==> config.mk <==
export PLATFORM = sky130hd
export DESIGN_NAME = tlpic_top
export DESIGN_NICKNAME = d
export VERILOG_FILES = /design/src/core/tlpic_pkg.sv /design/src/core/tlpic_top.sv
export SDC_FILE = /design/constraint.sdc
export NUM_CORES = 1
export LEC_CHECK = 0
export BUFFER_PORTS_ARGS = -buffer_cell sky130_fd_sc_hd__clkbuf_2
export CORE_UTILIZATION = 45
export DETAILED_ROUTE_END_ITERATION = 10
export PLACE_DENSITY = 0.77
export SYNTH_ARGS = -nofsm -noshare
export SYNTH_HDL_FRONTEND = slang
export SYNTH_SLANG_ARGS = --single-unit
export TNS_END_PERCENT = 1
==> constraint.sdc <==
create_clock -name REF_CLK_I -period 2.05 [get_ports REF_CLK_I]
set_input_delay 0.41 -clock REF_CLK_I [delete_from_list [all_inputs] [get_ports REF_CLK_I]]
set_output_delay 0.41 -clock REF_CLK_I [all_outputs]
set_load 0.02 [all_outputs]
==> src/core/tlpic_pkg.sv <==
package tlpic_pkg;
   localparam int ADDR_W = 8;
   localparam int DATA_W = 32;
   localparam int NSRC = 8;
   localparam logic [ADDR_W-1:0] OFS_CTRL = 8'h00;
   localparam logic [ADDR_W-1:0] OFS_FLAG = 8'h04;
   localparam logic [ADDR_W-1:0] OFS_ENABLE = 8'h08;
   localparam logic [ADDR_W-1:0] OFS_PRIO = 8'h0c;
   localparam logic [ADDR_W-1:0] OFS_STATUS = 8'h10;
   localparam int CTRL_PME = 0;
   localparam int CTRL_GH = 1;
   localparam int CTRL_PL = 2;
   localparam logic [NSRC-1:0] PERIPH_MASK = 8'hf0;
   localparam logic [NSRC-1:0] FORCED_HIGH = 8'h01;
   localparam logic [NSRC-1:0] SRC_RESET = 8'h00;
   localparam logic [15:0] VEC_HIGH = 16'h0008;
   localparam logic [15:0] VEC_LOW = 16'h0018;
   localparam logic [1:0] RESP_OKAY = 2'h0;
   localparam logic [1:0] RESP_SLVERR = 2'h2;
   typedef enum logic [3:0] {
      LVL_IDLE = 4'h1,
      LVL_LOW = 4'h2,
      LVL_HIGH = 4'h4,
      LVL_HIGH_OVER_LOW = 4'h8
   } tlpic_lvl_t;
   typedef struct packed {
      logic pme;
      logic gh;
      logic pl;
      logic [NSRC-1:0] flag;
      logic [NSRC-1:0] en;
      logic [NSRC-1:0] prio;
      tlpic_lvl_t lvl;
      logic req;
      logic req_high;
      logic [15:0] vec;
      logic aw_full;
      logic w_full;
      logic [ADDR_W-1:0] awaddr;
      logic [DATA_W-1:0] wdata;
      logic wstrb0;
      logic bvalid;
      logic [1:0] bresp;
      logic rvalid;
      logic [1:0] rresp;
      logic [DATA_W-1:0] rdata;
   } tlpic_state_t;
endpackage : tlpic_pkg

==> src/core/tlpic_top.sv <==
// The implementer's own choices: the register addresses and the AXI4-Lite register port.
module tlpic_top (
   input wire logic REF_CLK_I,
   input wire logic RSTN_I,
   input wire logic [tlpic_pkg::NSRC-1:0] EVENT_I,
   input wire logic IRQ_ACK_I,
   input wire logic RETURN_I,
   output logic IRQ_REQ_O,
   output logic IRQ_HIGH_O,
   output logic [15:0] IRQ_VECTOR_O,
   input wire logic [tlpic_pkg::ADDR_W-1:0] AXI_AWADDR_I,
   input wire logic AXI_AWVALID_I,
   output logic AXI_AWREADY_O,
   input wire logic [tlpic_pkg::DATA_W-1:0] AXI_WDATA_I,
   input wire logic [3:0] AXI_WSTRB_I,
   input wire logic AXI_WVALID_I,
   output logic AXI_WREADY_O,
   output logic [1:0] AXI_BRESP_O,
   output logic AXI_BVALID_O,
   input wire logic AXI_BREADY_I,
   input wire logic [tlpic_pkg::ADDR_W-1:0] AXI_ARADDR_I,
   input wire logic AXI_ARVALID_I,
   output logic AXI_ARREADY_O,
   output logic [tlpic_pkg::DATA_W-1:0] AXI_RDATA_O,
   output logic [1:0] AXI_RRESP_O,
   output logic AXI_RVALID_O,
   input wire logic AXI_RREADY_I
);
   import tlpic_pkg::*;

   tlpic_state_t s;
   tlpic_state_t next_s;
   logic [NSRC-1:0] active;
   logic [NSRC-1:0] prio_eff;
   logic hi_any;
   logic lo_any;
   logic take;
   logic wr_go;
   logic [DATA_W-1:0] rd_val;
   logic rd_hit;

   // pin zero forced high
   // fixed high priority
   assign prio_eff = s.prio | FORCED_HIGH;
   assign active = s.flag & s.en;

   // request qualification
   always_comb begin
      hi_any = 1'b0;
      lo_any = 1'b0;
      if (s.pme) begin
         hi_any = (|(active & prio_eff)) & s.gh;
         lo_any = (|(active & ~prio_eff)) & s.gh & s.pl;
      end else begin
         hi_any = (|(active & (~PERIPH_MASK | {NSRC{s.pl}}))) & s.gh;
      end
   end

   assign take = IRQ_ACK_I & s.req;
   assign wr_go = s.aw_full & s.w_full & ~s.bvalid;

   // read decode
   always_comb begin
      rd_val = '0;
      rd_hit = 1'b1;
      if (AXI_ARADDR_I == OFS_CTRL) begin
         rd_val[CTRL_PME] = s.pme;
         rd_val[CTRL_GH] = s.gh;
         rd_val[CTRL_PL] = s.pl;
      end else if (AXI_ARADDR_I == OFS_FLAG) begin
         rd_val[NSRC-1:0] = s.flag;
      end else if (AXI_ARADDR_I == OFS_ENABLE) begin
         rd_val[NSRC-1:0] = s.en;
      end else if (AXI_ARADDR_I == OFS_PRIO) begin
         rd_val[NSRC-1:0] = prio_eff;
      end else if (AXI_ARADDR_I == OFS_STATUS) begin
         rd_val[7:0] = {s.lvl, 2'h0, s.req_high, s.req};
      end else begin
         rd_hit = 1'b0;
      end
   end

   always_comb begin
      next_s = s;
      // bus channels
      if (AXI_AWVALID_I && !s.aw_full) begin
         next_s.aw_full = 1'b1;
         next_s.awaddr = AXI_AWADDR_I;
      end
      if (AXI_WVALID_I && !s.w_full) begin
         next_s.w_full = 1'b1;
         next_s.wdata = AXI_WDATA_I;
         next_s.wstrb0 = AXI_WSTRB_I[0];
      end
      if (s.bvalid && AXI_BREADY_I) begin
         next_s.bvalid = 1'b0;
      end
      if (wr_go) begin
         next_s.aw_full = 1'b0;
         next_s.w_full = 1'b0;
         next_s.bvalid = 1'b1;
         next_s.bresp = RESP_OKAY;
         if (s.awaddr == OFS_CTRL) begin
            if (s.wstrb0) begin
               next_s.pme = s.wdata[CTRL_PME];
               next_s.gh = s.wdata[CTRL_GH];
               next_s.pl = s.wdata[CTRL_PL];
            end
         end else if (s.awaddr == OFS_FLAG) begin
            if (s.wstrb0) begin
               next_s.flag = s.flag & ~s.wdata[NSRC-1:0];
            end
         end else if (s.awaddr == OFS_ENABLE) begin
            if (s.wstrb0) begin
               next_s.en = s.wdata[NSRC-1:0];
            end
         end else if (s.awaddr == OFS_PRIO) begin
            if (s.wstrb0) begin
               next_s.prio = s.wdata[NSRC-1:0];
            end
         end else if (s.awaddr == OFS_STATUS) begin
            next_s.bresp = RESP_OKAY;
         end else begin
            next_s.bresp = RESP_SLVERR;
         end
      end
      if (s.rvalid && AXI_RREADY_I) begin
         next_s.rvalid = 1'b0;
      end
      if (AXI_ARVALID_I && !s.rvalid) begin
         next_s.rvalid = 1'b1;
         next_s.rdata = rd_val;
         next_s.rresp = rd_hit ? RESP_OKAY : RESP_SLVERR;
      end
      // accept by the core
      if (take) begin
         if (s.req_high) begin
            next_s.gh = 1'b0;
         end else begin
            next_s.pl = 1'b0;
         end
         case (s.lvl)
            LVL_IDLE: begin
               next_s.lvl = s.req_high ? LVL_HIGH : LVL_LOW;
            end
            LVL_LOW: begin
               next_s.lvl = s.req_high ? LVL_HIGH_OVER_LOW : LVL_LOW;
            end
            default: begin
               next_s.lvl = s.lvl;
            end
         endcase
      end
      // return from handler
      if (RETURN_I) begin
         case (s.lvl)
            LVL_HIGH: begin
               next_s.gh = 1'b1;
               next_s.lvl = LVL_IDLE;
            end
            LVL_HIGH_OVER_LOW: begin
               next_s.gh = 1'b1;
               next_s.lvl = LVL_LOW;
            end
            LVL_LOW: begin
               next_s.pl = 1'b1;
               next_s.lvl = LVL_IDLE;
            end
            default: begin
               next_s.gh = 1'b1;
            end
         endcase
      end
      next_s.flag = next_s.flag | EVENT_I;
      next_s.req = (hi_any | lo_any) & ~take;
      next_s.req_high = hi_any | ~s.pme;
      next_s.vec = (hi_any | ~s.pme) ? VEC_HIGH : VEC_LOW;
   end

   always_ff @(posedge REF_CLK_I or negedge RSTN_I) begin
      if (!RSTN_I) begin
         s <= '0;
         s.lvl <= LVL_IDLE;
         s.vec <= VEC_HIGH;
      end else begin
         s <= next_s;
      end
   end

   assign IRQ_REQ_O = s.req;
   assign IRQ_HIGH_O = s.req_high;
   assign IRQ_VECTOR_O = s.vec;
   assign AXI_AWREADY_O = ~s.aw_full;
   assign AXI_WREADY_O = ~s.w_full;
   assign AXI_BVALID_O = s.bvalid;
   assign AXI_BRESP_O = s.bresp;
   assign AXI_ARREADY_O = ~s.rvalid;
   assign AXI_RVALID_O = s.rvalid;
   assign AXI_RRESP_O = s.rresp;
   assign AXI_RDATA_O = s.rdata;
endmodule : tlpic_top

After elaboration in Yosys (flattened, before gate mapping)
Cells that the tools add are included.

Bits in registers: 71. Input bits: 69. Output and inout bits: 59. Logic and storage cells: 131.

Equality and inequality tests: 12. Multiplexer cells: 51. Bitwise operators: 27. Reductions and logical operators: 21.

Operators with widths (number): 2-to-1 mux 8 bit (11); AND 8 bit (5); 2-to-1 mux 35 bit (1); equality test 8 x 4 -> 1 bit (second input constant) (4); 2-to-1 mux 26 bit (1); 2-to-1 mux 24 bit (1); OR reduction 8 bit (3); 2-to-1 mux 2 bit (11); equality test 8 x 3 -> 1 bit (second input constant) (2); equality test 8 x 5 -> 1 bit (second input constant) (2); zero test 8 bit (2); 2-to-1 mux 16 bit (1); NOT 8 bit (2); one-hot mux 4 bit (2 select lines) (2); 2-to-1 mux 1 bit (15); 2-to-1 mux 4 bit (3); 2-to-1 mux 5 bit (2); 2-to-1 mux 3 bit (3); NOT 1 bit (9); AND 1 bit (8); bitwise OR 8 bit (1); nonzero test 2 bit (4); AND reduction 6 bit (1); logical AND 1 bit (5); 9 further kinds (12).

Logic depth before layout (Yosys ltp)
Depth in word-level cells: 10. Depth in mapped cells: 5. Mapped depth without buffers: 4.

Worst setup path after synthesis
OpenSTA, ideal clock, no wires.

Path kind: flip-flop to flip-flop. Start: register s[77] (netlist bit). End: register s[111] (netlist bit). Library setup time: 0.125 ns. Arrival: 1.824 ns. Required time: 1.925 ns. Path slack: 0.101 ns. Cell stages (with the launch flop): 5. Path buffers: 0. Period minus slack after synthesis: 1.949 ns. Cells stage by stage: dfrtp_1 -> or4_4 -> nor4_4 -> nand3b_2 -> mux2_2.

Cells in the longest elaborated chain, start to end: 3. Elaborated cells on any way between the ends: 6. Classes of those cells: 2 x eq/ne; 2 x bitwise; 2 x reduce/logical.

Ends and longest elaborated chain: start, declared (RTL line tlpic_top.sv:31) `tlpic_state_t s;`; start signal, assigned (RTL line tlpic_top.sv:186) `s <= next_s;`; equality test 8 x 3 -> 1 bit / zero test 8 bit (equally long branches) (RTL line tlpic_top.sv:109, tlpic_top.sv:103); NOT 1 bit (no line); AND reduction 5 bit (no line) *.

Every way passes the cells marked *; elsewhere a longest branch is shown, timed or not. A chain may end at the register's enable or synchronous reset.

Worst setup path in the final report
Start: register s[77] (netlist bit). End: register s[129] (netlist bit).

Cells in the longest elaborated chain, start to end: 2.

Ends and longest elaborated chain: zero test 8 bit (RTL line tlpic_top.sv:103) `if (s.awaddr == OFS_CTRL) begin`; AND reduction 3 bit (no line).

No other way between the ends.

==> run metrics <==
ys flop type dfrtp_1; RePlAce Congestion 0.8356; Syn Area/Cell 10.28 um^2; hpwl dp 5118 um; max-cap check violation count 0; DIE WIDTH 89.86 um; cell taking the most area after synthesis dfrtp_1; Max Clk Rate 513.4 MHz; Initial DRC Count 151; Seq cells post-synth 64; worst hold slack 0.06638 ns; Initial Util 0.4713; clk_lat worst skew 0.35 ns; PortBufs 59; most common cell in the netlist dfrtp_1; # fillers 667; Root Driver clkbuf_8; Post-Layout Cell Count 489; die span in y 89.86 um; Rows 31; Clock Skew 0.009615 ns; Clock Path Buffers 2; Crit Path Class reg -> reg; initial antenna violation count 0; post-route ant nets 0; area share of the largest cell type after synthesis 0.4539; TritonRoute pass-1 iters 4; CP endpoint kind register; wire length per cell 14.40 um; DIE AREA 0.008074 mm^2; Worst-Margin Slew 0.6388 ns; Num CTS Buffers 9; area delta synth->final 11.64%; H-tree Lvls 3; clock edge transition at the registers on the reported setup and hold paths 0.07 ns; CTS tree built; mapped cell area 0.003473 mm^2; Syn. warnings 0; status completed; crit path max-delay cell type or4_4; Netlist cell types 45; # hold bufs at CTS 0; pwr/cell area 1013 mW/mm^2; DRT Wirelength 7040 um; Post-route DRC 0; io pins 128; RSZ-0062 raised after global routing no; final worst path period share 0.9502; Rel. slew slack 0.5733; Final Hold Vio Count 0; worst path required time 2.28 ns; number of global-route vias before repair 2356; clk sink count 64; post-synthesis sequential area ratio 0.4615; crit path launch type register; commonest cells in the netlist dfrtp_1 (63), buf_4 (52), mux2_2 (33), nand2_1 (29), nand3_1 (18); Syn Inst Count 338; Post-synth EDFFs 0; worst path arrival time 2.18 ns; Synth async-reset ratio 1.000; final setup fails 0; setup TNS 0 ns; worst path cell trace or4_4, nor4_4, buf_4, nand2_1, mux2_2; layout cell share with drive strength beyond 1 0.3077; Peak VDD IR 0.6303 mV; top cells by area, synth dfrtp_1 (45%), buf_4 (11%), mux2_2 (11%); pin count of the biggest net entering global routing 65; vias per inst 5.155; # diodes 0; core box area 0.007370 mm^2; count of final max-slew check failures 0; Max Fanout on Critical Path 13; Tot GR Track Use 0.1848; total gr overflow 0; Leakage 1.796 nW; slowest stage delay, CP 0.56 ns; first-pass GRT wire length 11580 um; Hold Path Class in -> async; Placed Cells 474; Final min period 1.948 ns; via count 2521; Net count, final 455
==> kinds of logic (layout without fill, tap and decap cells) <==
group	count (synthesis)	count (layout)	share of synthesized area
AOI/OAI and AO/OA	68	68	0.1365
buffers and inverters	76	89	0.1387
DFF	64	64	0.4615
muxes	35	35	0.1164
other	2	41	0.002162
and+or+nand+nor	93	93	0.1448
==> per-layer routing <==
layer / vias up / track usage / routed length (um)
met3: 13 / 0.04315 / 458
met2: 116 / 0.2808 / 3153
met5: - / 0 / 0
met4: 0 / 0.1062 / 140
li1: 1214 / - / -
met1: 1178 / 0.2426 / 3287
==> state kept, by name, indices dropped and copies added, names as in the netlist <==
signal,flops
s,42
AXI_RDATA_O,8
prio_eff,7
AXI_BRESP_O,1
AXI_BVALID_O,1
AXI_RRESP_O,1
AXI_RVALID_O,1
IRQ_HIGH_O,1
IRQ_REQ_O,1
IRQ_VECTOR_O,1
==> power by group <==
group	internal, mW	switching (mW)
sequential	1.54	0.270
clock	0.743	0.475
combinational	0.426	0.478
==> stage by stage <==
step	total power, mW	setup WS, ns	util	area [um^2]
final	3.929	0.1020	0.5261	3877
after global routing	4.147	0.02987	0.5261	3877
after CTS	3.958	0.0001472	0.5250	3869
after detailed placement	2.732	0.01516	0.4951	3649
after global placement	2.679	0.04768	0.4951	3649
after floorplan	2.514	0.1010	-	3620
==> layout make-up <==
cell class	instances	area, um^2	area share
clock buffer	12	155.1	0.04001
clock inverter	3	65.06	0.01678
inverter	9	33.78	0.008712
multi-input combinational	237	1544	0.3982
sequential	64	1603	0.4134
tap	99	123.9	0.03195
timing repair buffer	65	352.8	0.09100
==> worst max-delay path, delay by kind of cell, from the launching register on <==
kind | cells | cell delay [ns]
flops | 1 | 0.37
mux | 1 | 0.27
simple gates | 3 | 0.92
buf+inv | 1 | 0.27
==> final timing paths <==
check	start	to	slack, ns	cells after the start
hold reg to reg	AXI_RDATA_O[3]$_DFFE_PN0P_	AXI_RDATA_O[3]$_DFFE_PN0P_	0.48	2
setup / recovery	s[77]$_DFFE_PN0P_	s[129]$_DFFE_PN0P_	0.10	5
min in group REF_CLK_I	EVENT_I[3]	s[122]$_DFF_PN0_	0.24	2
hold / removal	RSTN_I	prio_eff[3]$_DFFE_PN0P_	0.07	2
max in group asynchronous	RSTN_I	s[99]$_DFF_PN1_	1.66	2
setup reg to reg	s[77]$_DFFE_PN0P_	s[129]$_DFFE_PN0P_	0.10	5
==> cell usage in the layout (no fill, tap or decap), drive strengths merged, types with 9 or more instances in the layout <==
master  instances
clkbuf         71
dfrtp          63
conb           41
mux2           33
nand2          29
nand3          19
a21oi          12
nor2b          11
o21ai          11
inv             9
==> what timing repair did <==
item / in CTS / in global routing
endpoints found under the setup margin: 0 / 14
resized for setup: 0 / 1
buffers inserted: 0 / 0
(Power assumes the default switching activity.)
